### config.mk
export PLATFORM = sky130hd
export DESIGN_NAME = fifo_host
export DESIGN_NICKNAME = d
export VERILOG_FILES = /design/src/core/fifo_host_pkg.sv /design/src/core/fifo_host.sv
export SDC_FILE = /design/constraint.sdc
export NUM_CORES = 1
export LEC_CHECK = 0
export BUFFER_PORTS_ARGS = -buffer_cell sky130_fd_sc_hd__buf_2
export CAP_MARGIN = 15
export CORE_MARGIN = 3
export CORE_UTILIZATION = 51
export CTS_CLUSTER_SIZE = 28
export DETAILED_ROUTE_END_ITERATION = 6
export PLACE_DENSITY = 0.79
export SYNTH_ARGS = -nofsm -noshare
export SYNTH_HDL_FRONTEND = slang
export SYNTH_SLANG_ARGS = --single-unit
### constraint.sdc
create_clock -name clk -period 2.5 [get_ports clk]
set_input_delay 0.125 -clock clk [delete_from_list [all_inputs] [get_ports clk]]
set_output_delay 0.125 -clock clk [all_outputs]
set_load 0.01 [all_outputs]
### src/core/fifo_host_pkg.sv
// constants and carrier types for the parallel fifo host controller
// assumes a 25 MHz clock and the device's async fifo pins seen as synchronous inputs
package fifo_host_pkg;
   localparam int unsigned CLK_PERIOD_NS = 40;
   localparam int unsigned RD_PULSE_NS = 50;
   localparam int unsigned RX_RECOVER_NS = 80;
   localparam int unsigned RD_GAP_NS = 50 + RX_RECOVER_NS;
   localparam int unsigned WR_PULSE_NS = 50;
   localparam int unsigned WR_GAP_NS = 50;
   localparam int unsigned WR_SETUP_NS = 20;
   localparam int unsigned CNT_W = 4;
   function automatic logic [CNT_W-1:0] cycles_min(input int unsigned ns);
      int unsigned c;
      c = (ns + CLK_PERIOD_NS - 1) / CLK_PERIOD_NS;
      if (c < 1) c = 1;
      return CNT_W'(c);
   endfunction
   localparam logic [CNT_W-1:0] RD_PULSE_CYC = cycles_min(RD_PULSE_NS);
   localparam logic [CNT_W-1:0] RD_GAP_CYC = cycles_min(RD_GAP_NS);
   localparam logic [CNT_W-1:0] WR_PULSE_CYC = cycles_min(WR_PULSE_NS);
   localparam logic [CNT_W-1:0] WR_GAP_CYC = cycles_min(WR_GAP_NS);
   localparam logic [CNT_W-1:0] WR_SETUP_CYC = cycles_min(WR_SETUP_NS);
   localparam logic [CNT_W-1:0] CNT_ZERO = 4'h0;
   localparam logic [CNT_W-1:0] CNT_ONE = 4'h1;
   localparam logic [7:0] BYTE_ZERO = 8'h00;

   typedef enum logic [2:0] {
      ST_IDLE = 3'b000,
      ST_WR_SETUP = 3'b001,
      ST_WR_PULSE = 3'b010,
      ST_WR_GAP = 3'b011,
      ST_RD_PULSE = 3'b100,
      ST_RD_GAP = 3'b101
   } state_t;

   typedef struct packed {
      logic rd_n;
      logic wr;
      logic [7:0] data_out;
      logic data_oe;
   } pins_t;

   typedef struct packed {
      state_t st;
      logic [CNT_W-1:0] cnt;
      pins_t pins;
      logic tx_ready;
      logic [7:0] rx_data;
      logic rx_valid;
   } host_state_t;
endpackage

### src/core/fifo_host.sv
// host controller driving the parallel fifo port of a usb bridge device
// assumes device flags are synchronous to clk; one clock, flags used without synchroniser flops
`timescale 1ns/1ps
module fifo_host
   import fifo_host_pkg::*;
#(
   // clock period and strobe minimums in ns; each strobe is rounded up to whole clocks
   parameter int unsigned CLK_NS = CLK_PERIOD_NS,
   parameter int unsigned RD_LOW_NS = RD_PULSE_NS,
   parameter int unsigned RD_HIGH_NS = RD_GAP_NS,
   parameter int unsigned WR_LEAD_NS = WR_SETUP_NS,
   parameter int unsigned WR_HIGH_NS = WR_PULSE_NS,
   parameter int unsigned WR_LOW_NS = WR_GAP_NS
)
(
   input wire logic clk,
   input wire logic srst,
   input wire logic ce,
   input wire logic tx_valid,
   input wire logic [7:0] tx_data,
   output logic tx_ready,
   output logic rx_valid,
   output logic [7:0] rx_data,
   input wire logic rx_ready,
   input wire logic tx_space_n,
   input wire logic rx_avail_n,
   output logic rd_n,
   output logic wr,
   input wire logic [7:0] data_in,
   output logic [7:0] data_out,
   output logic data_oe
);
   host_state_t s_q, s_d;

   // rounding up keeps every strobe at or above its minimum for any clock period whose counts fit the cnt field
   // limitation: a count must fit the cnt field, so very fast clocks need a wider CNT_W
   function automatic logic [CNT_W-1:0] to_cycles(input int unsigned ns);
      int unsigned c;
      c = (ns + CLK_NS - 1) / CLK_NS;
      if (c < 1) begin
         c = 1;
      end
      return CNT_W'(c);
   endfunction

   function automatic logic last_tick(input logic [CNT_W-1:0] c);
      return c == CNT_ONE;
   endfunction

   localparam logic [CNT_W-1:0] RD_LOW_CYC = to_cycles(RD_LOW_NS);
   localparam logic [CNT_W-1:0] RD_HIGH_CYC = to_cycles(RD_HIGH_NS);
   localparam logic [CNT_W-1:0] WR_LEAD_CYC = to_cycles(WR_LEAD_NS);
   localparam logic [CNT_W-1:0] WR_HIGH_CYC = to_cycles(WR_HIGH_NS);
   localparam logic [CNT_W-1:0] WR_LOW_CYC = to_cycles(WR_LOW_NS);

   always_comb begin
      s_d = s_q;
      if (s_q.cnt != CNT_ZERO) begin
         s_d.cnt = s_q.cnt - CNT_ONE;
      end
      if (s_q.rx_valid && rx_ready) begin
         s_d.rx_valid = 1'b0;
      end
      s_d.tx_ready = 1'b0;
      case (s_q.st)
         ST_IDLE: begin
            // reads first, once rx_valid is clear or being taken by rx_ready this cycle, so the device's receive side goes ahead of any waiting write
            if (!rx_avail_n && !s_d.rx_valid) begin
               s_d.pins.data_oe = 1'b0;
               s_d.pins.rd_n = 1'b0;
               s_d.cnt = RD_LOW_CYC;
               s_d.st = ST_RD_PULSE;
            end else if (tx_valid && !tx_space_n) begin
               s_d.pins.data_out = tx_data;
               s_d.pins.data_oe = 1'b1;
               s_d.tx_ready = 1'b1;
               s_d.cnt = WR_LEAD_CYC;
               s_d.st = ST_WR_SETUP;
            end
         end
         ST_WR_SETUP: begin
            if (last_tick(s_q.cnt)) begin
               s_d.pins.wr = 1'b1;
               s_d.cnt = WR_HIGH_CYC;
               s_d.st = ST_WR_PULSE;
            end
         end
         ST_WR_PULSE: begin
            if (last_tick(s_q.cnt)) begin
               s_d.pins.wr = 1'b0;
               s_d.cnt = WR_LOW_CYC;
               s_d.st = ST_WR_GAP;
            end
         end
         ST_WR_GAP: begin
            // flag may lag the strobe; the gap covers its rise before we look again
            if (last_tick(s_q.cnt)) begin
               s_d.st = ST_IDLE;
            end
         end
         ST_RD_PULSE: begin
            if (last_tick(s_q.cnt)) begin
               s_d.rx_data = data_in;
               s_d.rx_valid = 1'b1;
               s_d.pins.rd_n = 1'b1;
               s_d.cnt = RD_HIGH_CYC;
               s_d.st = ST_RD_GAP;
            end
         end
         ST_RD_GAP: begin
            if (last_tick(s_q.cnt)) begin
               s_d.st = ST_IDLE;
            end
         end
         default: begin
            s_d.st = ST_IDLE;
            s_d.pins.rd_n = 1'b1;
            s_d.pins.wr = 1'b0;
         end
      endcase
   end

   always_ff @(posedge clk) begin
      if (srst) begin
         s_q.st <= ST_IDLE;
         s_q.cnt <= CNT_ZERO;
         s_q.pins.rd_n <= 1'b1;
         s_q.pins.wr <= 1'b0;
         s_q.pins.data_out <= BYTE_ZERO;
         s_q.pins.data_oe <= 1'b0;
         s_q.tx_ready <= 1'b0;
         s_q.rx_data <= BYTE_ZERO;
         s_q.rx_valid <= 1'b0;
      end else if (ce) begin
         s_q <= s_d;
      end
   end

   assign tx_ready = s_q.tx_ready;
   assign rx_valid = s_q.rx_valid;
   assign rx_data = s_q.rx_data;
   assign rd_n = s_q.pins.rd_n;
   assign wr = s_q.pins.wr;
   assign data_out = s_q.pins.data_out;
   assign data_oe = s_q.pins.data_oe;
endmodule

; ---- After elaboration in Yosys (flattened, before gate mapping)
; Cells that the tools add are included.
[totals]
regBits = 28
in_bits = 23
wordCells = 64
[classes]
n_addsub = 1
eq_ne = 12
n_mux = 21
bitwise = 3
reduce_logical = 18
[ops]
columns = cell, count
row1 = $mux W7, 4
row2 = $pmux W4 S4, 1
row3 = $pmux W3 S5, 1
row4 = $reduce_and A4 Y1, 3
row5 = $mux W1, 9
row6 = $mux W8, 1
row7 = $ne A2 B2 Y1 const B, 4
row8 = $reduce_or A4 Y1, 2
row9 = $eq A3 B2 Y1 const B, 2
row10 = $eq A3 B3 Y1 const B, 2
row11 = $pmux W1 S3, 2
row12 = $reduce_and A3 Y1, 2
row13 = $reduce_and A6 Y1, 1
row14 = $eq A4 B1 Y1 const B, 1
row15 = $mux W4, 1
row16 = $reduce_bool A4 Y1, 1
row17 = $sub A4 B1 Y4 const B, 1
row18 = $eq A3 B1 Y1 const B, 1
row19 = $logic_and A1 B1 Y1, 3
row20 = $logic_not A1 Y1, 3
row21 = $logic_not A3 Y1, 1
row22 = $mux W3, 1
row23 = $ne A3 B3 Y1 const B, 1
row24 = $not A1 Y1, 3
row25 = 4 further kinds, 4

; ---- Depth between registers and ports, before layout
; Gate-level depths: netlist (run 1).
[depth]
depth_word = 6
depth_mapped = 8
ltp_nobuf = 7

; ---- Worst setup path after synthesis (run 1)
; Ideal clock, no wire load.
[synth_path]
kind = flip-flop to flip-flop
startpoint = reg s_q[22] in the netlist's numbering
endpoint = reg s_q[21] in the netlist's numbering
t_arrival_ps = 1687
required_ps = 2441
slack_ps = 755
path_stages_with_launch = 7
path_buffers = 0
cell_sequence = dfxtp_1 > inv_1 > ha_1 > or3b_1 > xnor2_1 > a2111oi_0 > a22o_1
[synth_via]
elab_chain_len = 5
[synth_rtl]
columns = element, line_no
row1 = from (decl), fifo_host.sv:33  ; host_state_t s_q, s_d;
row2 = $reduce_bool A4 Y1, fifo_host.sv:58  ; if (s_q.cnt != CNT_ZERO) begin
row3 = $mux W4, fifo_host.sv:58
row4 = $mux W7, fifo_host.sv:73  ; end else if (tx_valid && !tx_space_n) begin
row5 = $mux W7, fifo_host.sv:68  ; if (!rx_avail_n && !s_d.rx_valid) begin
row6 = $pmux W4 S4 *, fifo_host.sv:65  ; case (s_q.st)
; Every way passes the cells marked *; elsewhere a longest branch is shown, timed or not. The select of a mux whose other input is x is not followed.
; A chain may end at the register's enable or synchronous reset.

; ---- Worst setup path after layout (run 1)
[layout_path]
startpoint = reg s_q[21] in the netlist's numbering
endpoint = reg s_q[21] in the netlist's numbering
[layout_via]
elab_chain_len = 5
[layout_rtl]
columns = element, line_no
row1 = $sub A4 B1 Y4 / $reduce_bool A4 Y1 (equally long branches), "fifo_host.sv:59, fifo_host.sv:58"
row2 = $mux W4, fifo_host.sv:58
row3 = $mux W7, fifo_host.sv:73
row4 = $mux W7, fifo_host.sv:68
row5 = $pmux W4 S4 *, fifo_host.sv:65
; Marked as above.

==> results of run 1 <==
## synthesized netlist by cell type (2+ instances only)
cell type | number | area share
ha_1 | 2 | 0.016
nor3_1 | 3 | 0.0099
o31ai_1 | 2 | 0.0099
buf_4 | 17 | 0.084
buf_2 | 3 | 0.0099
mux2i_1 | 16 | 0.11
nand3_1 | 4 | 0.013
inv_1 | 6 | 0.015
nand4_1 | 2 | 0.0082
a21oi_1 | 8 | 0.026
or3b_1 | 2 | 0.012
o21ai_1 | 3 | 0.0099
o211ai_1 | 6 | 0.030
nand2_2 | 2 | 0.0082
xor2_1 | 2 | 0.012
nand2_1 | 9 | 0.022
nor2_1 | 22 | 0.054
o21ai_0 | 7 | 0.023
a221oi_1 | 3 | 0.017
or4_1 | 3 | 0.015
dfxtp_1 | 28 | 0.37
clkbuf_1 | 6 | 0.015
## area by class of cell
type                       count  area, sq um
fill                         247         1122
clock buffer                   3        22.52
sequential                    28        560.5
timing repair buffer          46        237.7
multi-input combinational    114        767.0
tap                           31        38.79
inverter                       7        26.28
clock inverter                 1        30.03
## routing by layer
layer	share of wire	global-route usage	up-vias	routed length, um
met5	0	0	-	0
met4	0.014	0.08050	0	46
met3	0.083	0.02766	6	275
met2	0.49	0.2947	86	1614
met1	0.42	0.2617	593	1391
li1	-	-	659	-
## worst min-delay path: cells and delay by family
family,cells,cell delay (ns)
buf+inv,1,0.07
mux,1,0.05
simple gates,1,0.07
## metrics by stage
step / worst slack [ns] / std cells / hold slack [ns] / instance area, sq um
3_5_place_dp: 0.5579 / 226 / 0.3634 / 1630
5_1_grt: 0.3339 / 230 / 0.01091 / 1683
4_1_cts: 0.5152 / 230 / 0.003339 / 1683
3_3_place_gp: 0.6910 / 226 / 0.3556 / 1630
6_report: 0.4803 / 230 / 0.006192 / 1683
2_1_floorplan: 0.7547 / 176 / 0.2689 / 1523
## flip-flops by register name (all words and copies together) (netlist names)
| register | count |
|---|---|
| rx_valid | 1 |
| tx_ready | 1 |
| data_out | 8 |
| rd_n | 1 |
| s_q | 7 |
| data_oe | 1 |
| wr | 1 |
| rx_data | 8 |
## cells by family (layout without fill, tap and decap cells)
kind of cell	Yosys count	in the layout
AOI/OAI and AO/OA	38	38
DFF	28	28
xor gates and xnor gates	3	3
and+or+nand+nor	55	55
adders and majority gates	2	2
muxes	16	16
buffers and inverters	34	57
## power by group
group,switching (mW),internal (mW)
clock,0.139,0.162
combinational,0.141,0.103
sequential,0.0261,0.468
## path summary, 6_finish.rpt
| check | startpoint | end | slack, ns | depth (start not counted) |
|---|---|---|---|---|
| worst max register to register | s_q[21] | s_q[21] | 0.48 | 6 |
| worst min-delay path | tx_data[2] | data_out[2] | 0.006 | 3 |
| worst min register to register | tx_ready | tx_ready | 0.48 | 2 |
| worst max-delay path | s_q[21] | s_q[21] | 0.48 | 6 |
## placed cells by master (no fill, tap or decap), types with 2 or more instances in the layout
cell type / count
buf_2: 43
dfxtp_1: 28
nor2_1: 22
mux2i_1: 16
nand2_1: 9
a21oi_1: 8
o21ai_0: 7
inv_1: 6
o211ai_1: 6
nand3_1: 4
nor3_1: 3
o21ai_1: 3
a221oi_1: 3
or4_1: 3
clkbuf_4: 3
buf_4: 3
or3b_1: 2
nand2_2: 2
nand4_1: 2
o31ai_1: 2
xor2_1: 2
ha_1: 2
==> metrics.md, run 1 <==
| Metric | Value |
|---|---|
| RSZ-0062 raised after global routing | `false` |
| Max-slew headroom | `0.6753` |
| Warnings, synthesis | `0` |
| Post-DP HPWL | `2392 um` |
| Yosys reg bits | `28` |
| Gr ovfl total | `0` |
| Width of the die | `60.64 um` |
| Vias in the first global route | `1212` |
| CTS tree | `done` |
| Crit path time final | `2.020 ns` |
| Clk slew on worst S/H paths | `0.15 ns` |
| Synth Area in XOR/XNOR | `0.01726` |
| Max-Cap Viols | `0` |
| Routed WL | `3327 um` |
| Post-CTS Setup Bufs | `0` |
| Sequential share of the synthesized area | `0.3681` |
| Row count | `19` |
| First-pass GRT wire length | `5347 um` |
| Core area | `2805 sq um` |
| Initial Util | `0.5428` |
| Diode count | `0` |
| Crit path capture type | `flip-flop` |
| Number of synthesized flops with an enable pin | `0` |
| Syn-to-layout area delta | `10.52%` |
| Largest family of logic cells by synthesized area | `simple AND/OR/NAND/NOR gates` |
| Cell breakdown of the critical path | `inv_1, ha_1, or3b_1, xnor2_1, a2111oi_0, a22o_1` |
| Clk_lat worst skew | `0.33 ns` |
| CTS resizes | `0` |
| CTS Hold Bufs | `0` |
| Hold Violations, Final | `0` |
| Simple-gate share of the synthesized area | `0.1898` |
| Family with the most delay on the worst path | `compound AO/OA/AOI/OAI gates` |
| Die Span Y | `60.64 um` |
| CP arrival | `2.31 ns` |
| Cell count after synthesis | `176` |
| Fin nets | `225` |
| Clk sink count | `28` |
| CP bufs+invs | `1` |
| CTS root buffer | `clkbuf_4` |
| Setup violators final | `0` |
| Hold crit path type | `input port to flip-flop` |
| Total power after layout | `1.039 mW` |
| Final core occ | `0.5999` |
| Highest Clock Rate | `0.4951 GHz` |
| Sum Neg Setup Slack | `0 ns` |
| Max Slew Vio Count | `0` |
| LEAKAGE | `0.8478 nW` |
| Port Buffer Count | `43` |
| Post-synthesis compound-gate area fraction | `0.1750` |
| Clk buf depth | `2` |
| PwrDens | `617.4 nW/um^2` |
| Synth Area in Adders | `0.01643` |
| Mux share of post-synthesis cell area | `0.1052` |
| Worst-Margin Slew | `0.4870 ns` |
| Router iterations before antenna repair | `4` |
| Wirelength per Cell | `14.47 um` |
| Synth Net Count | `201` |
| Largest net degree at the start of global routing | `29` |
| Ys flop type | `dfxtp_1` |
| CP Max Fanout | `5` |
| Worst Clk Skew | `0.001466 ns` |
| Period utilisation layout | `0.8079` |
| DRC Markers | `0` |
| Number of DRC markers in iteration 0 | `71` |
| CP Launch Type | `flip-flop` |
| Total track usage | `0.1894` |
| Die area | `3677 sq um` |
| Outcome | `finished, final reports clean` |
| H-tree depth | `1` |
| Ys async rst share | `0` |
| Data required time at the worst endpoint | `2.79 ns` |
| Initial antenna violation count | `0` |
| Final ANT Viol Nets | `0` |
| VDD IR max | `0.4239 mV` |
| I/O Pins | `44` |
| Via density | `5.843` |
| Global placer's final weighted congestion | `0.9171` |
| Vias | `1344` |
| Slowest CP cell | `or3b_1` |
| CP max stage delay | `0.45 ns` |
| Yosys cell types | `42` |
| Worst Path Class, Setup | `flip-flop to flip-flop` |
| Post-Syn Area | `1523 sq um` |
| Num CTS Buffers | `3` |
| Avg Cell Area, Syn | `8.652 sq um` |
| Fraction of layout cells with a size suffix above 1 | `0.2965` |
(Power assumes the default switching activity.)
==> inputs of run 2 (changes only) <==
--- a/config.mk
+++ b/config.mk
@@ -8,10 +8,10 @@
 export BUFFER_PORTS_ARGS = -buffer_cell sky130_fd_sc_hd__buf_2
 export CAP_MARGIN = 15
 export CORE_MARGIN = 3
-export CORE_UTILIZATION = 51
+export CORE_UTILIZATION = 46
 export CTS_CLUSTER_SIZE = 28
 export DETAILED_ROUTE_END_ITERATION = 6
-export PLACE_DENSITY = 0.79
+export PLACE_DENSITY = 0.75
 export SYNTH_ARGS = -nofsm -noshare
 export SYNTH_HDL_FRONTEND = slang
 export SYNTH_SLANG_ARGS = --single-unit
==> constraint.sdc (replaced) <==
create_clock -name clk -period 1.8 [get_ports clk]
set_input_delay 0.09 -clock clk [delete_from_list [all_inputs] [get_ports clk]]
set_output_delay 0.09 -clock clk [all_outputs]
set_load 0.01 [all_outputs]
==> run 2 against run 1 <==
Total power up 39%; via count up 6.2%; cell area up 15%; worst hold slack better by 0.043 ns; critical path depth unchanged; first-iteration DRC count down 44%; combinational power up 84%; register-to-register slack worse by 0.41 ns.
==> metrics.md, run 2 (synthesized netlist as in run 1, its figures left out) <==
| Metric | Value |
|---|---|
| Highest Clock Rate | `0.5767 GHz (+16%)` |
| Die area | `4037 sq um (+9.8%)` |
| Period utilisation layout | `0.9634 (+0.1555)` |
| LEAKAGE | `0.9474 nW (+12%)` |
| Setup violators final | `0 (unchanged)` |
| VDD IR max | `0.5484 mV (+29%)` |
| CP max stage delay | `0.41 ns (-0.04 ns)` |
| Wirelength per Cell | `14.42 um (-0.33%)` |
| Post-CTS Setup Bufs | `0 (unchanged)` |
| Via density | `5.365 (-8.2%)` |
| Final worst setup slack | `0.06587 ns (-0.4144 ns)` |
| Final ANT Viol Nets | `0 (unchanged)` |
| CP arrival | `1.98 ns (-0.33 ns)` |
| Worst-Margin Slew | `0.3780 ns (-0.1090 ns)` |
| Sum Neg Setup Slack | `0 ns (unchanged)` |
| Clk slew on worst S/H paths | `0.15 ns (about the same)` |
| Num CTS Buffers | `3 (unchanged)` |
| Initial Util | `0.4907 (-0.05209)` |
| Syn-to-layout area delta | `26.71%` |
| CP Max Fanout | `4 (-1)` |
| Filler instances | `256 (+3.6%)` |
| Final core occ | `0.6218 (+0.02186)` |
| Row count | `20 (+1)` |
| Gr ovfl total | `0 (unchanged)` |
| Fin nets | `248 (+10%)` |
| Finished Layout Cells | `266 (+16%)` |
| DP Worst Slack | `0.001263 ns (-0.5566 ns)` |
| Finished Cell Area | `1929 sq um (+15%)` |
| Largest net degree at the start of global routing | `28 (-3.4%)` |
| Worst Reg2Reg Path Length in Cells | `6 (unchanged)` |
| Flop pwr share | `0.468 (-0.008)` |
| Diode count | `0 (unchanged)` |
| Commonest non-fill, non-tap cell in the layout | `buf_2` |
| Routed WL | `3835 um (+15%)` |
| I/O Pins | `44 (unchanged)` |
| Number of DRC markers in iteration 0 | `40 (-44%)` |
| Top routing layer used | `met4` |
| PwrDens | `746.3 nW/um^2 (+21%)` |
| Post-DP HPWL | `2369 um (-0.97%)` |
| Max-slew headroom | `0.7460 (+0.07072)` |
| H-tree depth | `1 (unchanged)` |
| CTS root buffer | `clkbuf_4` |
| Clk sink count | `28 (unchanged)` |
| Vias in the first global route | `1396 (+15%)` |
| Clk_lat worst skew | `0.34 ns (about the same)` |
| Hold crit path type | `input port to flip-flop` |
| First-pass GRT wire length | `6272 um (+17%)` |
| Data required time at the worst endpoint | `2.05 ns (-0.74 ns)` |
| Leading registers by flop count | `data_out: 8 flops, rx_data: 8 flops, s_q: 7 flops` |
| Outcome | `finished, final reports clean` |
| Comb pwr share | `0.312 (+0.077)` |
| Crit path capture type | `flip-flop` |
| Total track usage | `0.1919 (+0.002535)` |
| Wire length on met1 | `1602 um (+15%)` |
| Max-Cap Viols | `0 (unchanged)` |
| DRC Markers | `0 (unchanged)` |
| Met3 wire length | `237 um (-14%)` |
| Worst Path Class, Setup | `flip-flop to flip-flop` |
| Core area | `3103 sq um (+11%)` |
| Hold WS | `0.04932 ns (+0.04313 ns)` |
| Total power after layout | `1.440 mW (+39%)` |
| Post-DP Area | `1699 sq um (+4.2%)` |
| Vias | `1427 (+6.2%)` |
| Hold Violations, Final | `0 (unchanged)` |
| Clk buf depth | `2 (unchanged)` |
| Clock power frac | `0.220 (-0.070)` |
| Net Sw Frac | `0.3151 (+0.02121)` |
| CP Launch Type | `flip-flop` |
| Fraction of layout cells with a size suffix above 1 | `0.3468 (+0.05036)` |
| Placed cell count | `246 (+8.8%)` |
| Die Span Y | `63.54 um (+4.8%)` |
| Net switching power | `453.8 uW (+49%)` |
| Worst hold stages | `4 (+1)` |
| Slowest CP cell | `or3b_4` |
| CTS tree | `done` |
| Cell breakdown of the critical path | `inv_1, ha_2, or3b_4, a21oi_1, a311oi_2, a2111oi_2` |
| Worst Clk Skew | `0.003329 ns (+0.001863 ns)` |
| Router iterations before antenna repair | `4 (unchanged)` |
| Port Buffer Count | `43 (unchanged)` |
| Internal power | `986.1 uW (+34%)` |
| Width of the die | `63.54 um (+4.8%)` |
| Global placer's final weighted congestion | `0.8325 (-9.2%)` |
| Highest-count cells in the layout ignoring fill and taps | `buf_2, dfxtp_1, nor2_1` |
| Crit path time final | `1.734 ns (-0.2856 ns)` |
| Max Slew Vio Count | `0 (unchanged)` |
| Initial antenna violation count | `0 (unchanged)` |
| Detail Route met2 WL | `1948 um (+21%)` |
==> run 2: changes by cell type in the layout (fill, tap and decap cells not counted), sizes merged <==
cell,change
clkbuf,+1
buf,+7
bufinv,-1
dlygate4sd3,+16
==> run 2: per-layer routing <==
metal | vias to the layer above | track usage
met2 | 52 | 0.3364
met3 | 5 | 0.03030
met4 | 0 | 0.05660
met5 | - | 0
met1 | 666 | 0.2401
li1 | 704 | -
==> run 2: cell type report <==
class                      count  area (sq um)  area share
timing repair buffer          69         450.4      0.2335
tap                           44         55.05     0.02853
multi-input combinational    114         798.3      0.4137
inverter                       7         26.28     0.01362
clock buffer                   4         36.28     0.01881
sequential                    28         563.0      0.2918
==> run 2: critical path: cells and delay by family, from the launching register on <==
kind | cells | cell delay (ns)
compound gates | 3 | 0.59
buf+inv | 1 | 0.09
fa+ha+maj | 1 | 0.18
flops | 1 | 0.37
simple gates | 1 | 0.41
==> run 2: power by group through the flow <==
stage	Clock (mW)	Combinational, mW	Sequential, mW
floorplan	0	0.264	0.688
CTS	0.321	0.416	0.671
global placement	0	0.371	0.683
finish	0.317	0.449	0.674
global route	0.340	0.488	0.679
detailed placement	0	0.375	0.684
==> run 2: path summary, 6_finish.rpt <==
check / slack, ns / start / to
min: 0.05 / rx_ready / rx_valid
max: 0.07 / s_q[21] / s_q[22]
min reg2reg: 0.47 / tx_ready / tx_ready
max reg2reg: 0.07 / s_q[21] / s_q[22]
==> run 2: what timing repair did <==
item                                    4_1_cts  5_1_grt
pin swaps                                     0        2
gates cloned                                  0        0
endpoints found under the setup margin        2        5
endpoints found under the hold margin        16        0
resized for setup                             3       10
hold buffers                                 16        0
==> inputs of run 3 (changes only) <==
--- a/config.mk
+++ b/config.mk
@@ -8,10 +8,11 @@
 export BUFFER_PORTS_ARGS = -buffer_cell sky130_fd_sc_hd__buf_2
 export CAP_MARGIN = 15
 export CORE_MARGIN = 3
-export CORE_UTILIZATION = 46
+export CORE_UTILIZATION = 48
+export CTS_BUF_LIST = sky130_fd_sc_hd__clkbuf_8
 export CTS_CLUSTER_SIZE = 28
 export DETAILED_ROUTE_END_ITERATION = 6
-export PLACE_DENSITY = 0.75
+export PLACE_DENSITY = 0.78
 export SYNTH_ARGS = -nofsm -noshare
 export SYNTH_HDL_FRONTEND = slang
 export SYNTH_SLANG_ARGS = --single-unit
==> constraint.sdc (replaced) <==
create_clock -name clk -period 1.8 [get_ports clk]
set_input_delay 0.09 -clock clk [delete_from_list [all_inputs] [get_ports clk]]
set_output_delay 0.09 -clock clk [all_outputs]
set_load 0.1 [all_outputs]
==> run 3 against run 2 <==
Worst hold slack worse by 0.0085 ns; highest routed layer unchanged; sequential cell count did not move; combinational power increased by 15%.
==> metrics.md, run 3 (synthesized netlist as in run 1, its figures left out) <==
| Metric | Value |
|---|---|
| Wirelength per Cell | `14.73 um (+2.1%)` |
| LEAKAGE | `0.8967 nW (-5.4%)` |
| Clk slew on worst S/H paths | `0.10 ns (-0.05 ns)` |
| Slowest CP cell | `or3b_2` |
| Num CTS Buffers | `3 (unchanged)` |
| Global placer's final weighted congestion | `0.9135 (+9.7%)` |
| Clk_lat worst skew | `0.27 ns (-0.07 ns)` |
| CP Launch Type | `flip-flop` |
| CP arrival | `1.95 ns (-0.03 ns)` |
| RSZ-0062 raised after global routing | `false` |
| CTS tree | `done` |
| PwrDens | `929.3 nW/um^2 (+25%)` |
| Vias in the first global route | `1368 (-2.0%)` |
| Clk buf depth | `2 (unchanged)` |
| Final core occ | `0.6307 (+0.008935)` |
| Commonest non-fill, non-tap cell in the layout | `buf_2` |
| Period utilisation layout | `0.9761 (+0.01268)` |
| Filler instances | `227 (-11%)` |
| Initial antenna violation count | `0 (unchanged)` |
| Max Slew Vio Count | `0 (unchanged)` |
| Initial Util | `0.5294 (+0.03863)` |
| Final ANT Viol Nets | `0 (unchanged)` |
| H-tree depth | `1 (unchanged)` |
| Setup violators final | `0 (unchanged)` |
| Number of DRC markers in iteration 0 | `97 (+140%)` |
| Highest Clock Rate | `0.5692 GHz (-1.3%)` |
| Clk sink count | `28 (unchanged)` |
| Crit path time final | `1.757 ns (+0.02283 ns)` |
| Fin nets | `233 (-6.0%)` |
| Leading registers by flop count | `data_out: 8 flops, rx_data: 8 flops, s_q: 7 flops` |
| Width of the die | `62.33 um (-1.9%)` |
| Sum Neg Setup Slack | `0 ns (unchanged)` |
| Highest-count cells in the layout ignoring fill and taps | `buf_2, dfxtp_1, nor2_1` |
| Routed WL | `3667 um (-4.4%)` |
| Core area | `2877 sq um (-7.3%)` |
| CP bufs+invs | `1 (unchanged)` |
| First-pass GRT wire length | `6216 um (-0.89%)` |
| Syn-to-layout area delta | `19.15%` |
| Fraction of layout cells with a size suffix above 1 | `0.3768 (+0.02996)` |
| Max-Cap Viols | `0 (unchanged)` |
| Router iterations before antenna repair | `4 (unchanged)` |
| Total track usage | `0.1907 (-0.001292)` |
| Largest net degree at the start of global routing | `28 (unchanged)` |
| Die area | `3884 sq um (-3.8%)` |
| Crit path capture type | `flip-flop` |
| Port Buffer Count | `43 (unchanged)` |
| Internal power | `1.138 mW (+15%)` |
| Gr ovfl total | `0 (unchanged)` |
| Cell breakdown of the critical path | `inv_2, ha_2, or3b_2, nand3_1, o211ai_1, a221oi_2` |
| Vias | `1418 (-0.63%)` |
| Worst Path Class, Setup | `flip-flop to flip-flop` |
| CTS Hold Bufs | `0 (-16)` |
| Family with the most delay on the worst path | `simple AND/OR/NAND/NOR gates` |
| CP Max Fanout | `4 (unchanged)` |
| Worst-Margin Slew | `0.5108 ns (+0.1328 ns)` |
| Data required time at the worst endpoint | `1.99 ns (-0.06 ns)` |
| VDD IR max | `0.5496 mV (+0.22%)` |
| Net switching power | `547.6 uW (+21%)` |
| CTS root buffer | `clkbuf_8` |
| Diode count | `0 (unchanged)` |
| CP max stage delay | `0.51 ns (+0.10 ns)` |
| DP Worst Slack | `-0.09469 ns (-0.09595 ns)` |
| Net Sw Frac | `0.3248 (+0.009663)` |
| Hold Violations, Final | `0 (unchanged)` |
| Outcome | `finished, final reports clean` |
| Clock power frac | `0.294 (+0.074)` |
| Final worst setup slack | `0.04304 ns (-0.02283 ns)` |
| Post-DP HPWL | `2586 um (+9.1%)` |
| I/O Pins | `44 (unchanged)` |
| Max-slew headroom | `0.6618 (-0.08423)` |
| Via density | `5.695 (+6.2%)` |
| Die Span Y | `62.33 um (-1.9%)` |
| Post-CTS Setup Bufs | `0 (unchanged)` |
| Flop pwr share | `0.400 (-0.068)` |
| Hold crit path type | `input port to flip-flop` |
| Row count | `19 (-5.0%)` |
| DRC Markers | `0 (unchanged)` |
| Worst Clk Skew | `0.003935 ns (+0.0006063 ns)` |
| Comb pwr share | `0.307 (-0.005)` |
run 3: per-layer routing:
layer | part of all wire | wire [um] | GRT usage
met1 | 0.39 | 1436 | 0.2358
met2 | 0.49 | 1814 | 0.3306
met3 | 0.083 | 304 | 0.02703
met4 | 0.031 | 112 | 0.07989
met5 | 0 | 0 | 0
run 3: cell type report:
| cell class | count | area, sq um | area share |
|---|---|---|---|
| timing repair buffer | 53 | 290.3 | 0.1600 |
| tap | 42 | 52.55 | 0.02897 |
| clock buffer | 3 | 41.29 | 0.02276 |
| inverter | 7 | 26.28 | 0.01448 |
| multi-input combinational | 115 | 812.0 | 0.4476 |
| clock inverter | 1 | 30.03 | 0.01655 |
| sequential | 28 | 561.8 | 0.3097 |
run 3: worst paths after layout:
kind | from | endpoint | cells after the start | slack, ns
worst min register to register | rx_valid | rx_valid | 2 | 0.46
worst max-delay path | s_q[22] | s_q[25] | 6 | 0.04
worst min-delay path | tx_data[4] | data_out[4] | 3 | 0.04
worst max register to register | s_q[22] | s_q[25] | 6 | 0.04
run 3: metrics by stage:
| stage | power (mW) | hold WS (ns) | cells | area, sq um |
|---|---|---|---|---|
| 6_report | 1.686 | 0.04083 | 249 | 1814 |
| 5_1_grt | 1.754 | 0.05317 | 249 | 1814 |
| 4_1_cts | 1.658 | 0.04391 | 248 | 1780 |
| 3_5_place_dp | 1.155 | 0.3293 | 244 | 1698 |
| 3_3_place_gp | 1.137 | 0.3199 | 244 | 1698 |
| 2_1_floorplan | 1.041 | 0.2339 | 176 | 1524 |
run 3: power by group through the flow:
stage               Combinational (mW)  Sequential [mW]  Clock [mW]
floorplan                        0.304            0.737           0
global placement                 0.455            0.681           0
detailed placement               0.471            0.684           0
CTS                              0.490            0.671       0.497
global route                     0.555            0.676       0.523
finish                           0.517            0.674       0.495
run 3: repair_timing:
action | 4_1_cts | 5_1_grt
setup endpoints to repair | 4 | 6
gates cloned | 0 | 1
pin swaps | 0 | 2
gates resized for setup | 4 | 7
run 3: worst min-delay path: cells and delay by family:
family | cells | cell delay [ns]
buf+inv | 1 | 0.07
mux | 1 | 0.05
simple gates | 1 | 0.07
